$ cat src/verilog/soft_reset_params.svh
// Register offsets, field layout and reset values of the peripheral soft reset sequencer
`ifndef SOFT_RESET_PARAMS_SVH
`define SOFT_RESET_PARAMS_SVH

// ----------------------------------------------------------------
// Register indices (byte address is four times the index)
// ----------------------------------------------------------------
`define CYCLE_COUNT_IDX 16'h1C04
`define RESET_CONTROL_IDX 16'h1C05

// ----------------------------------------------------------------
// Field layout of the control register
// ----------------------------------------------------------------
`define GROUP_FOUR_BIT 7
`define GROUP_THREE_BIT 5
`define DMA_GROUP_BIT 4
`define USB_GROUP_BIT 3
`define ANALOG_GROUP_BIT 2
`define TIMER_GROUP_BIT 1
`define I2C_GROUP_BIT 0
`define GROUP_BITS_MASK 8'hBF

// ----------------------------------------------------------------
// Reset values
// ----------------------------------------------------------------
`define CYCLE_COUNT_RESET 16'h0008
`define GROUP_BITS_RESET 8'h00
`define RDATA_RESET 32'h0000_0000
`define COUNT_ONE 16'h0001

`endif

$ cat src/verilog/soft_reset_pkg.sv
// Types shared by the peripheral soft reset sequencer
package soft_reset_pkg;

  // State of the countdown module
  typedef struct packed {
    logic [15:0] value;
  } countdown_state_t;

  // State of the sequencer top
  typedef struct packed {
    logic [15:0] count;
    logic [7:0] groups;
    logic [31:0] rdata;
  } sequencer_state_t;

endpackage : soft_reset_pkg

$ cat src/verilog/reset_countdown.sv
// Down-counter that times how long the group reset lines stay asserted
`timescale 1ns/100ps
`include "soft_reset_params.svh"

module reset_countdown
  import soft_reset_pkg::*;
(
  // Clock and reset
  input wire logic clk,
  input wire logic rst_b,
  // Control
  input wire logic load,
  input wire logic [15:0] load_value,
  input wire logic step,
  // Status
  output logic [15:0] value,
  output logic at_one
);

  countdown_state_t state_q;
  countdown_state_t state_d;

  // ----------------------------------------------------------------
  // Next state: load wins over step, never wraps below zero
  // ----------------------------------------------------------------
  always_comb begin
    state_d = state_q;
    if (load) begin
      state_d.value = load_value;
    end else if (step && state_q.value != 16'h0000) begin
      state_d.value = state_q.value - `COUNT_ONE;
    end
  end

  // Register the state
  always_ff @(posedge clk) begin
    if (!rst_b) begin
      state_q.value <= 16'h0000;
    end else begin
      state_q <= state_d;
    end
  end

  assign value = state_q.value;
  assign at_one = (state_q.value <= `COUNT_ONE); // Zero counts as last cycle too

endmodule : reset_countdown

$ cat src/verilog/peripheral_soft_reset_ctrl.sv
// Software-triggered peripheral group reset sequencer with an APB register port
//
// The APB interface to the registers was chosen for this implementation.
`timescale 1ns/100ps
`include "soft_reset_params.svh"

// How it works
// - Triggered group reset lines are held low for the programmed cycle count.
// - The count register holds one 16-bit count in bits 15 to 0.
// - When the countdown reaches zero the active group bits clear, releasing resets.
// - Writing 1 to a control bit starts the reset of that group.
// - Groups stay in reset for the programmed number of cycles after the latest trigger.
// - Reading the control register shows the live state of each group reset.
// - One bit may reset several peripherals; group four covers four peripherals.
// - Count register sits at index 1C04h, control register at index 1C05h.
// - Bit 7 is group four, bit 5 group three, bit 4 DMA.
// - Bit 3 is USB, bit 2 analog, bit 1 timers, bit 0 I2C.
// - Writing 0 does nothing; reserved bits 15 to 8 and 6 read zero.
module peripheral_soft_reset_ctrl
  import soft_reset_pkg::*;
(
  // Clock and reset
  input wire logic clk,
  input wire logic rst_b,
  // APB slave
  input wire logic psel,
  input wire logic penable,
  input wire logic pwrite,
  input wire logic [15:0] paddr,
  input wire logic [31:0] pwdata,
  output logic [31:0] prdata,
  output logic pready,
  output logic pslverr,
  // Group reset lines to the peripherals, active low
  output logic group_four_reset_b,
  output logic group_three_reset_b,
  output logic dma_reset_b,
  output logic usb_reset_b,
  output logic analog_group_reset_b,
  output logic timer_group_reset_b,
  output logic i2c_reset_b
);

  // ----------------------------------------------------------------
  // Address decode
  // ----------------------------------------------------------------
  function automatic logic reg_hit(input logic [15:0] addr, input logic [15:0] idx);
    reg_hit = (addr == {idx[13:0], 2'b00});
  endfunction : reg_hit

  sequencer_state_t state_q;
  sequencer_state_t state_d;
  logic hit_count;
  logic hit_control;
  logic wr_access;
  logic trigger;
  logic any_active;
  logic [7:0] new_groups;
  logic [15:0] cnt_value;
  logic cnt_last;

  assign hit_count = reg_hit(paddr, `CYCLE_COUNT_IDX);
  assign hit_control = reg_hit(paddr, `RESET_CONTROL_IDX);
  assign wr_access = psel && penable && pwrite;
  // Only ones start a reset, zeros and reserved bits are dropped
  assign new_groups = pwdata[7:0] & `GROUP_BITS_MASK;
  assign trigger = wr_access && hit_control && (new_groups != 8'h00);
  assign any_active = (state_q.groups != 8'h00);

  // Zero wait states; unmapped addresses answer with an error
  assign pready = 1'b1;
  assign pslverr = psel && penable && !(hit_count || hit_control);
  assign prdata = state_q.rdata;

  // ----------------------------------------------------------------
  // Countdown timer
  // ----------------------------------------------------------------
  reset_countdown countdown (
    .clk(clk),
    .rst_b(rst_b),
    .load(trigger),
    .load_value(state_q.count),
    .step(any_active),
    .value(cnt_value),
    .at_one(cnt_last)
  );

  // ----------------------------------------------------------------
  // Next state
  // ----------------------------------------------------------------
  // A retrigger reloads the current count for all groups; a lower rewritten count can shorten one
  always_comb begin
    state_d = state_q;
    if (wr_access && hit_count) begin
      state_d.count = pwdata[15:0];
    end
    if (trigger) begin
      state_d.groups = state_q.groups | new_groups;
    end else if (any_active && cnt_last) begin
      state_d.groups = `GROUP_BITS_RESET;
    end
    // Read data is captured in the setup phase so it comes from a flop
    if (psel && !penable && !pwrite) begin
      if (hit_count) begin
        state_d.rdata = {16'h0000, state_q.count};
      end else if (hit_control) begin
        state_d.rdata = {24'h00_0000, state_q.groups};
      end else begin
        state_d.rdata = `RDATA_RESET;
      end
    end
  end

  // Register the state
  always_ff @(posedge clk) begin
    if (!rst_b) begin
      state_q.count <= `CYCLE_COUNT_RESET;
      state_q.groups <= `GROUP_BITS_RESET;
      state_q.rdata <= `RDATA_RESET;
    end else begin
      state_q <= state_d;
    end
  end

  // ----------------------------------------------------------------
  // Group reset lines
  // ----------------------------------------------------------------
  // Group four fans out to both audio serial ports, UART and SPI
  assign group_four_reset_b = !state_q.groups[`GROUP_FOUR_BIT];
  assign group_three_reset_b = !state_q.groups[`GROUP_THREE_BIT];
  assign dma_reset_b = !state_q.groups[`DMA_GROUP_BIT];
  assign usb_reset_b = !state_q.groups[`USB_GROUP_BIT];
  assign analog_group_reset_b = !state_q.groups[`ANALOG_GROUP_BIT];
  assign timer_group_reset_b = !state_q.groups[`TIMER_GROUP_BIT];
  assign i2c_reset_b = !state_q.groups[`I2C_GROUP_BIT];
endmodule : peripheral_soft_reset_ctrl

$ cat config.mk
export PLATFORM = sky130hd
export DESIGN_NAME = peripheral_soft_reset_ctrl
export DESIGN_NICKNAME = d
export VERILOG_FILES = /design/src/verilog/soft_reset_pkg.sv /design/src/verilog/reset_countdown.sv /design/src/verilog/peripheral_soft_reset_ctrl.sv
export VERILOG_INCLUDE_DIRS = /design/src /design/src/verilog
export SDC_FILE = /design/constraint.sdc
export NUM_CORES = 1
export LEC_CHECK = 0
export ABC_AREA = 0
export CAP_MARGIN = 20
export CORE_MARGIN = 2
export CORE_UTILIZATION = 25
export DETAILED_ROUTE_END_ITERATION = 8
export DONT_BUFFER_PORTS = 1
export PLACE_DENSITY = 0.46
export SLEW_MARGIN = 25
export SYNTH_ARGS = -nofsm -noshare
export SYNTH_HDL_FRONTEND = slang
export SYNTH_SLANG_ARGS = --single-unit
$ cat constraint.sdc
create_clock -name clk -period 2.2 [get_ports clk]
set_input_delay 0.44 -clock clk [delete_from_list [all_inputs] [get_ports clk]]
set_output_delay 0.44 -clock clk [all_outputs]
set_load 0.03 [all_outputs]
==> results of run 1 <==
-- power by group --
group / internal [mW] / total [mW] / switching (mW)
sequential: 1.00 / 1.02 / 0.0155
clock: 0.287 / 0.631 / 0.344
combinational: 0.0184 / 0.0881 / 0.0697
-- stage by stage --
step | setup slack, ps | total power, mW
after floorplan | 13.25 | 1.145
after global placement | -27.79 | 1.128
after detailed placement | -26.44 | 1.128
after CTS | 90.11 | 1.762
after global routing | 17.36 | 1.794
final | 106.0 | 1.736
-- cell type report --
cell class / instances / area share [%]
Sequential cell: 55 / 37.47
Clock inverter: 1 / 0.2552
Timing Repair Buffer: 18 / 5.445
Tap cell: 140 / 5.955
Clock buffer: 7 / 3.275
Multi-Input combinational cell: 230 / 46.32
Inverter: 10 / 1.276
-- flip-flops by register name, summed over array words and instances, names as in the netlist --
register	count
prdata	16
state_q	23
countdown.value	16
-- cell families (layout without fill, tap and decap cells) --
family	Yosys count	in the layout	share of synthesized area (%)
flops	55	55	40.07
simple gates	132	132	24.09
other cells	2	17	0.2733
buf+inv	58	36	13.16
xor+xnor	15	15	4.782
fa+ha+maj	3	3	1.366
mux	16	16	5.829
compound gates	47	47	10.43
-- per-layer routing --
layer  part of all wire, %  vias up
met5                     0        -
met1                    43     1013
li1                      -     1057
met2                    50       71
met3                   5.6        8
met4                   1.7        0
-- synthesized netlist by cell type, types with 2 or more instances --
library cell	number
a21oi_1	12
a22oi_2	2
buf_2	3
conb_1	2
or4_4	2
or4_1	3
nand3_1	16
a211oi_1	2
nor3_1	4
buf_4	35
nor2_1	34
or4b_2	2
clkbuf_1	7
nand2_1	43
ha_1	3
o21ai_0	19
nor3b_1	3
a221oi_1	7
xor2_1	7
inv_1	9
dfxtp_1	55
xnor2_1	8
nor4_1	8
or3_1	2
and2_1	2
o21ai_1	3
mux2i_1	16
-- worst max-delay path, delay by kind of cell, from the launching register on --
kind	cells	cell delay, ps
AND/OR/NAND/NOR	4	1510
flip-flops	1	320
AO/OA/AOI/OAI	1	150
-- repair_timing --
| action | 4_1_cts | 5_1_grt |
|---|---|---|
| endpoints found under the hold margin | 0 | 0 |
| endpoints found under the setup margin | 0 | 2 |
| gates resized for setup | 0 | 3 |
-- worst max path at each step --
stage                     cells past startpoint                 end                from
after global placement                        6         state_q[49]            paddr[1]
final                                         5         state_q[33]  countdown.value[2]
after detailed placement                      7          prdata[13]            paddr[8]
after CTS                                     5         state_q[33]  countdown.value[2]
after global routing                          8  countdown.value[5]  countdown.value[0]
after floorplan                               7         state_q[43]            paddr[1]
==> run_results.csv, run 1 <==
group,metric,value,unit
cells_and_area,drive_above_1_share,13.71,%
global_route,grt_util_met1,14.18,%
clocking,cts_max_level,2,
clocking,cts_tree,"yes",
run_status,status,"completed",
worst_setup_path,r2r_start,"countdown.value[2]",
worst_setup_path,critPathArrivalTime,2300,ps
cells_and_area,nNetsFinal,376,
sta,fin_crit,2094,ps
sta,whs,195.3,ps
cells_and_area,fin_area,2942,µm²
clocking,cts-buffers-inserted,5,
logic_synthesis,syn-cell-area,2748,µm²
logic_synthesis,synth-edff-count,0,
cells_and_area,final_util,27.25,%
floorplan,core-area,10790,µm²
worst_setup_path,worstPathCellList,"or4_4 > or3_4 > or4_4 > a22oi_2 > nor2_1",
worst_hold_path,holdCritStartpoint,"rst_b",
clocking,cts_buffer_depth,2,
global_route,grt-busiest-layer,"met2",
flow_run,max-cap-violations,0,
worst_setup_path,r2r_slack,110,ps
clocking,postCtsSetupBuffers,0,
worst_hold_path,holdCritPathClass,"in -> reg",
logic_synthesis,synth.distinct_cells,46,
global_route,grt_use_met3,2.750,%
logic_synthesis,yosysSeqAreaShare,40.07,%
worst_setup_path,endpoint_kind,"register",
logic_synthesis,synthArstFlopShare,0,%
power,leakage,1.046,nW
cells_and_area,final_common_cell,"dfxtp_1",
clocking,path_clk_slew,100,ps
worst_setup_path,crit_fanout,7,
global_route,grt_usage,11.87,%
global_route,grt_pass1_wl,10930,µm
cells_and_area,ff_latch_area,1102,µm²
global_route,antenna_found_initial,0,
sta,fin_crit_sh,95.18,%
worst_setup_path,r2r_cells,5,
cells_and_area,n_antenna_cell,0,
sta,finClkSkew,8.201,ps
worst_setup_path,start_kind,"register",
floorplan,fp.dieH,108.8,µm
power,peakVddDrop,0.4081,mV
detailed_routing,postRouteAntennaNets,0,
cells_and_area,multiInputGateArea,1363,µm²
worst_hold_path,hold_depth,1,
detailed_routing,vias,2149,
worst_setup_path,crit_slowest_cell,"or4_4",
placement,dpl.hpwl,5055,µm
logic_synthesis,yosys.area.top_type,"dfxtp_1",
worst_setup_path,crit_type,"reg -> reg",
floorplan,rows,38,
logic_synthesis,synth_top_area_share,40.07,%
sta,fin_tns_setup,0,ps
logic_synthesis,synth_ff_type,"dfxtp_1",
logic_synthesis,synth_seq_cells,55,
placement,io_buffers,0,
global_route,grt_max_degree,23,
logic_synthesis,syn_inst,328,
clocking,cts.sinks,55,
cells_and_area,fill_cells,1164,
worst_hold_path,min_to,"state_q[43]",
global_route,gr-total-overflow,0,
detailed_routing,drc,0,
logic_synthesis,ys_warn_count,0,
logic_synthesis,postSynthAreaPerCell,8.377,µm²
detailed_routing,routed_via_density,4.662,
clocking,clock_latency,320,ps
cells_and_area,mostFrequentLayoutCells,"54 x dfxtp_1, 43 x nand2_1, 34 x nor2_1",
floorplan,initial_core_util,25.46,%
detailed_routing,wire_per_inst,14.45,µm
power,p_per_area,590.0,nW/µm²
worst_setup_path,crit_required,2410,ps
placement,dp_cells,453,
floorplan,die-area,11850,µm²
detailed_routing,wirelength,6661,µm
placement,gp_congestion,0.7984,
cells_and_area,final_cells,461,
floorplan,die_w,108.8,µm
global_route,first_global_vias,2167,
sta,rsz0062_at_grt,"no",
clocking,root_buffer,"clkbuf_8",
global_route,grt_use_met2,20.58,%
placement,placed_cell_area,2825,µm²
worst_setup_path,cpMostUsedCell,"or4_4",
worst_setup_path,worstReg2RegEnd,"state_q[33]",
logic_synthesis,ys_top_cells_by_area,"dfxtp_1 40%, buf_4 9.6%, nand2_1 5.9%",
clocking,hold_buffers,0,
detailed_routing,dr.pass1.iters,4,
sta,hold_viol,0,
sta,slew_headroom,53.03,%
floorplan,ios,94,
sta,setup_viol,0,
detailed_routing,drtIter0Drc,91,
cells_and_area,synthToLayoutAreaGrowth,7.058,%
sta,max_slew.worst_pin.slew,698.1,ps
sta,max_freq,0.4776,GHz
sta,slew_violations,0,
worst_setup_path,cp_slowest_stage_delay,570,ps
(Power assumes the default switching activity.)
==> run 2, diff against run 1 <==
--- a/config.mk
+++ b/config.mk
@@ -10,9 +10,10 @@
 export CAP_MARGIN = 20
 export CORE_MARGIN = 2
 export CORE_UTILIZATION = 25
+export CTS_CLUSTER_DIAMETER = 200
 export DETAILED_ROUTE_END_ITERATION = 8
 export DONT_BUFFER_PORTS = 1
-export PLACE_DENSITY = 0.46
+export PLACE_DENSITY = 0.44
 export SLEW_MARGIN = 25
 export SYNTH_ARGS = -nofsm -noshare
 export SYNTH_HDL_FRONTEND = slang
==> constraint.sdc (replaced) <==
create_clock -name clk -period 2.3 [get_ports clk]
set_input_delay 0.46 -clock clk [delete_from_list [all_inputs] [get_ports clk]]
set_output_delay 0.46 -clock clk [all_outputs]
set_load 0.03 [all_outputs]
==> run_results.csv, run 2 (synthesized netlist as in run 1, its figures left out) <==
group,metric,value,unit
sta,hold_viol,0,
worst_setup_path,crit_type,"in -> out",
sta,setup_viol,0,
cells_and_area,final_util,27.07,%
clocking,root_buffer,"clkbuf_8",
detailed_routing,wirelength,6567,µm
worst_hold_path,hold_depth,1,
power,p_per_area,561.6,nW/µm²
global_route,grt_max_degree,21,
sta,finalWorstSetupSlack,125.6,ps
placement,place_ws,36.57,ps
sta,whs,213.8,ps
global_route,grt_pass1_wl,10670,µm
placement,dp_cells,450,
clocking,cts.sinks,55,
detailed_routing,vias,2094,
floorplan,core-area,10790,µm²
placement,dpl.hpwl,4939,µm
detailed_routing,drtIter0Drc,108,
worst_hold_path,holdCritPathClass,"in -> reg",
clocking,cts_buffer_depth,2,
floorplan,initial_core_util,25.46,%
detailed_routing,postRouteAntennaNets,0,
cells_and_area,n_antenna_cell,0,
sta,slew_headroom,61.45,%
global_route,grt_usage,11.73,%
clocking,cts_tree,"yes",
worst_setup_path,cp_slowest_stage_delay,670,ps
worst_setup_path,endpoint_kind,"primary output",
cells_and_area,largest_reg_flops,23,
detailed_routing,routed_via_density,4.572,
clocking,cts_max_level,2,
floorplan,die_w,108.8,µm
clocking,cts-buffers-inserted,5,
detailed_routing,dr.pass1.iters,6,
global_route,first_global_vias,2131,
power,leakage,1.031,nW
worst_setup_path,crit_fanout,3,
sta,fin_tns_setup,0,ps
cells_and_area,final_common_cell,"dfxtp_1",
power,peakVddDrop,0.2959,mV
cells_and_area,drive_above_1_share,11.95,%
cells_and_area,synthToLayoutAreaGrowth,6.330,%
detailed_routing,wire_per_inst,14.34,µm
worst_setup_path,worstReg2RegEnd,"state_q[33]",
worst_setup_path,r2r_slack,140,ps
worst_hold_path,min_to,"state_q[43]",
sta,finClkSkew,5.004,ps
floorplan,rows,38,
cells_and_area,nNetsFinal,373,
floorplan,fp.dieH,108.8,µm
cells_and_area,largest-register,"state_q",
worst_setup_path,start_kind,"input port",
worst_setup_path,worstPathCellList,"or4b_2 > nor4_2 > buf_4 > nor2_1",
clocking,path_clk_slew,90,ps
cells_and_area,final_cells,458,
worst_setup_path,critPathArrivalTime,1710,ps
clocking,clock_latency,310,ps
sta,max_slew.worst_pin.slew,573.0,ps
global_route,antenna_found_initial,0,
run_status,status,"completed",
worst_setup_path,r2r_cells,5,
cells_and_area,mostFrequentLayoutCells,"55 x dfxtp_1, 43 x nand2_1, 34 x nor2_1",
placement,io_buffers,0,
sta,rsz0062_at_grt,"no",
worst_setup_path,critPathTopFamily,"simple AND/OR/NAND/NOR gates",
floorplan,ios,94,
worst_setup_path,r2r_start,"countdown.value[3]",
detailed_routing,drc,0,
worst_setup_path,crit_slowest_cell,"or4b_2",
worst_hold_path,holdCritStartpoint,"rst_b",
floorplan,die-area,11850,µm²
worst_setup_path,crit_buf_inv,1,
sta,fin_crit_sh,94.54,%
global_route,gr-total-overflow,0,
sta,fin_crit,2174,ps
placement,gp_congestion,0.7987,
sta,slew_violations,0,
sta,max_freq,0.4599,GHz
flow_run,max-cap-violations,0,
clocking,hold_buffers,0,
worst_setup_path,crit_required,1840,ps
-- run 2: cell count changes in the layout (fill, tap and decap cells not counted) --
cell,delta
buf_12,+1
a211oi_2,-1
a211oi_1,+1
buf_4,-4
dfxtp_2,-1
dfxtp_1,+1
clkbuf_1,+1
clkinvlp_4,-1
-- run 2: worst max path at each step --
stage / from / endpoint / slack [ps] / cells past startpoint
after floorplan: paddr[1] / state_q[43] / 60 / 7
after global placement: paddr[8] / pslverr / -2 / 4
after detailed placement: paddr[8] / pslverr / 40 / 4
after CTS: paddr[8] / pslverr / 40 / 4
after global routing: paddr[8] / pslverr / 50 / 4
final: paddr[8] / pslverr / 130 / 4
-- run 2: what timing repair did --
action	in CTS	in global routing
endpoints found under the setup margin	0	1
gates resized for setup	0	1
setup buffers	0	0
-- run 2: final cells by class --
type                            count  area (µm²)
Tap cell                          140       175.2
Clock buffer                        8       100.1
Multi-Input combinational cell    230        1358
Timing Repair Buffer               15       150.1
Sequential cell                    55        1101
Inverter                           10       37.54
Fill cell                        1183        7871
-- run 2: metal layers --
layer / global-route usage [%] / up-vias / wire [µm]
li1: - / 1051 / -
met1: 14.05 / 978 / 2878
met4: 4.579 / 0 / 101
met5: 0 / - / 0
met3: 2.690 / 6 / 351
met2: 20.31 / 59 / 3235
-- run 2: where the power goes --
| part | internal, mW | total [mW] | switching, mW | leakage, nW |
|---|---|---|---|---|
| clock network | 0.276 | 0.584 | 0.308 | 0.0515 |
| logic | 0.0176 | 0.0846 | 0.0670 | 0.536 |
| registers | 0.957 | 0.972 | 0.0151 | 0.444 |
-- run 2: stage by stage --
| step | cell area [µm²] | total power, mW |
|---|---|---|
| after floorplan | 2804 | 1.095 |
| after global placement | 2815 | 1.079 |
| after detailed placement | 2815 | 1.079 |
| after CTS | 2915 | 1.675 |
| after global routing | 2922 | 1.715 |
| final | 2922 | 1.641 |
==> run 3, diff against run 2 <==
--- a/config.mk
+++ b/config.mk
@@ -13,7 +13,6 @@
 export CTS_CLUSTER_DIAMETER = 200
 export DETAILED_ROUTE_END_ITERATION = 8
 export DONT_BUFFER_PORTS = 1
-export PLACE_DENSITY = 0.44
 export SLEW_MARGIN = 25
 export SYNTH_ARGS = -nofsm -noshare
 export SYNTH_HDL_FRONTEND = slang
==> run_results.csv, run 3 (synthesized netlist as in run 1, its figures left out) <==
group,metric,value,unit
run_status,status,"completed",
sta,rsz0062_at_grt,"no",
global_route,antenna_found_initial,0,
worst_setup_path,crit_fanout,7,
detailed_routing,wire_per_inst,13.38,µm
floorplan,die_w,108.8,µm
clocking,cts_buffer_depth,2,
sta,hold_viol,0,
sta,fin_crit,2191,ps
global_route,grt_usage,10.73,%
floorplan,core-area,10790,µm²
power,p_switching,394.2,µW
global_route,gr-total-overflow,0,
worst_setup_path,worstReg2RegEnd,"state_q[36]",
placement,io_buffers,0,
clocking,cts-buffers-inserted,5,
cells_and_area,final_common_cell,"dfxtp_1",
worst_setup_path,crit_required,2490,ps
power,pwr-share-seq,56.5,%
cells_and_area,synthToLayoutAreaGrowth,5.510,%
clocking,cts_max_level,2,
detailed_routing,drtIter0Drc,137,
detailed_routing,routed_via_density,4.554,
power,swShare,22.90,%
floorplan,rows,38,
placement,dp_cells,447,
worst_setup_path,endpoint_kind,"register",
worst_setup_path,start_kind,"register",
cells_and_area,drive_above_1_share,11.11,%
sta,fin_crit_sh,95.27,%
flow_run,max-cap-violations,0,
sta,slew_headroom,60.54,%
clocking,path_clk_slew,100,ps
cells_and_area,largest-register,"state_q",
global_route,grt_pass1_wl,10140,µm
detailed_routing,drc,0,
power,power.internal,1.327,mW
global_route,first_global_vias,2069,
sta,max_freq,0.4564,GHz
clocking,clock_latency,310,ps
floorplan,ios,94,
cells_and_area,largest_reg_flops,23,
worst_setup_path,critPathArrivalTime,2380,ps
cells_and_area,nNetsFinal,370,
floorplan,die-area,11850,µm²
detailed_routing,postRouteAntennaNets,0,
detailed_routing,wirelength,6090,µm
sta,max_slew.worst_pin.slew,586.5,ps
worst_hold_path,holdCritPathClass,"in -> reg",
global_route,grt_max_degree,28,
clocking,cts_tree,"yes",
worst_setup_path,r2r_cells,5,
worst_setup_path,r2r_slack,110,ps
worst_setup_path,crit_type,"reg -> reg",
detailed_routing,dr.pass1.iters,5,
clocking,postCtsSetupBuffers,0,
floorplan,fp.dieH,108.8,µm
sta,setup_viol,0,
sta,fin_tns_setup,0,ps
clocking,cts.sinks,55,
power,pwr-share-clk,38.7,%
placement,gp_congestion,0.8104,
cells_and_area,fill_cells,1149,
power,p_per_area,593.7,nW/µm²
sta,slew_violations,0,
sta,finClkSkew,5.885,ps
clocking,root_buffer,"clkbuf_8",
placement,dpl.hpwl,4694,µm
worst_hold_path,min_to,"state_q[43]",
power,peakVddDrop,0.3061,mV
detailed_routing,vias,2072,
cells_and_area,mostFrequentLayoutCells,"55 x dfxtp_1, 43 x nand2_1, 34 x nor2_1",
cells_and_area,final_cells,455,
worst_hold_path,holdCritStartpoint,"rst_b",
cells_and_area,n_antenna_cell,0,
worst_setup_path,r2r_start,"countdown.value[2]",
floorplan,initial_core_util,25.46,%
power,combPwrFrac,4.8,%
power,leakage,1.022,nW
worst_hold_path,hold_depth,1,
==> run 3: timing repair <==
| item | CTS | global route |
|---|---|---|
| resized for setup | 0 | 1 |
| hold buffers | 0 | 0 |
| setup endpoints to repair | 0 | 1 |
==> run 3: through the flow <==
step	setup WS (ps)	hold slack (ps)	util (%)	power, mW	cell area, µm²
after floorplan	56.68	432.3	-	1.095	2804
after global placement	57.42	457.9	25.71	1.075	2775
after detailed placement	30.37	460.5	25.71	1.076	2775
after CTS	67.32	204.2	26.80	1.743	2893
after global routing	38.09	198.3	26.86	1.788	2899
final	108.9	219.2	26.86	1.721	2899
==> run 3: power groups by stage <==
stage / Clock [mW] / Combinational, mW / Sequential, mW
after global routing: 0.724 / 0.0908 / 0.973
after detailed placement: 0 / 0.0819 / 0.994
after global placement: 0 / 0.0809 / 0.994
after CTS: 0.688 / 0.0820 / 0.972
final: 0.667 / 0.0823 / 0.972
after floorplan: 0 / 0.114 / 0.981
==> run 3: layer usage <==
layer  track usage, %  vias up  routed length (µm)
met5                0        -                   0
met4            5.403        0                  76
met1            13.32      991                2679
met2            18.17       37                3161
li1                 -     1040                   -
met3            1.435        4                 172
==> run 3: worst max-delay path by stage <==
stage	start	to	slack, ps	cells after the start
global route	countdown.value[2]	state_q[33]	40	5
global placement	paddr[8]	prdata[10]	60	6
finish	countdown.value[2]	state_q[36]	110	5
floorplan	paddr[1]	state_q[43]	60	7
CTS	paddr[8]	pslverr	70	3
detailed placement	paddr[8]	prdata[13]	30	6
==> run 3: critical path, stage by stage (launching register included) <==
cell and delay, ps:
dfxtp_1 370, or4_4 580, or3_4 370, or4_4 570, a22oi_2 140, nor2_1 50
==> run 3: area by class of cell <==
cell class | instances | area [µm²] | share of cell area (%)
inverters | 10 | 37.54 | 1.295
well taps | 140 | 175.2 | 6.042
clock buffers | 6 | 82.58 | 2.849
repair buffers | 12 | 115.1 | 3.971
multi-input cells | 230 | 1353 | 46.66
flip-flops and latches | 55 | 1101 | 37.98
clock inverters | 2 | 35.03 | 1.208
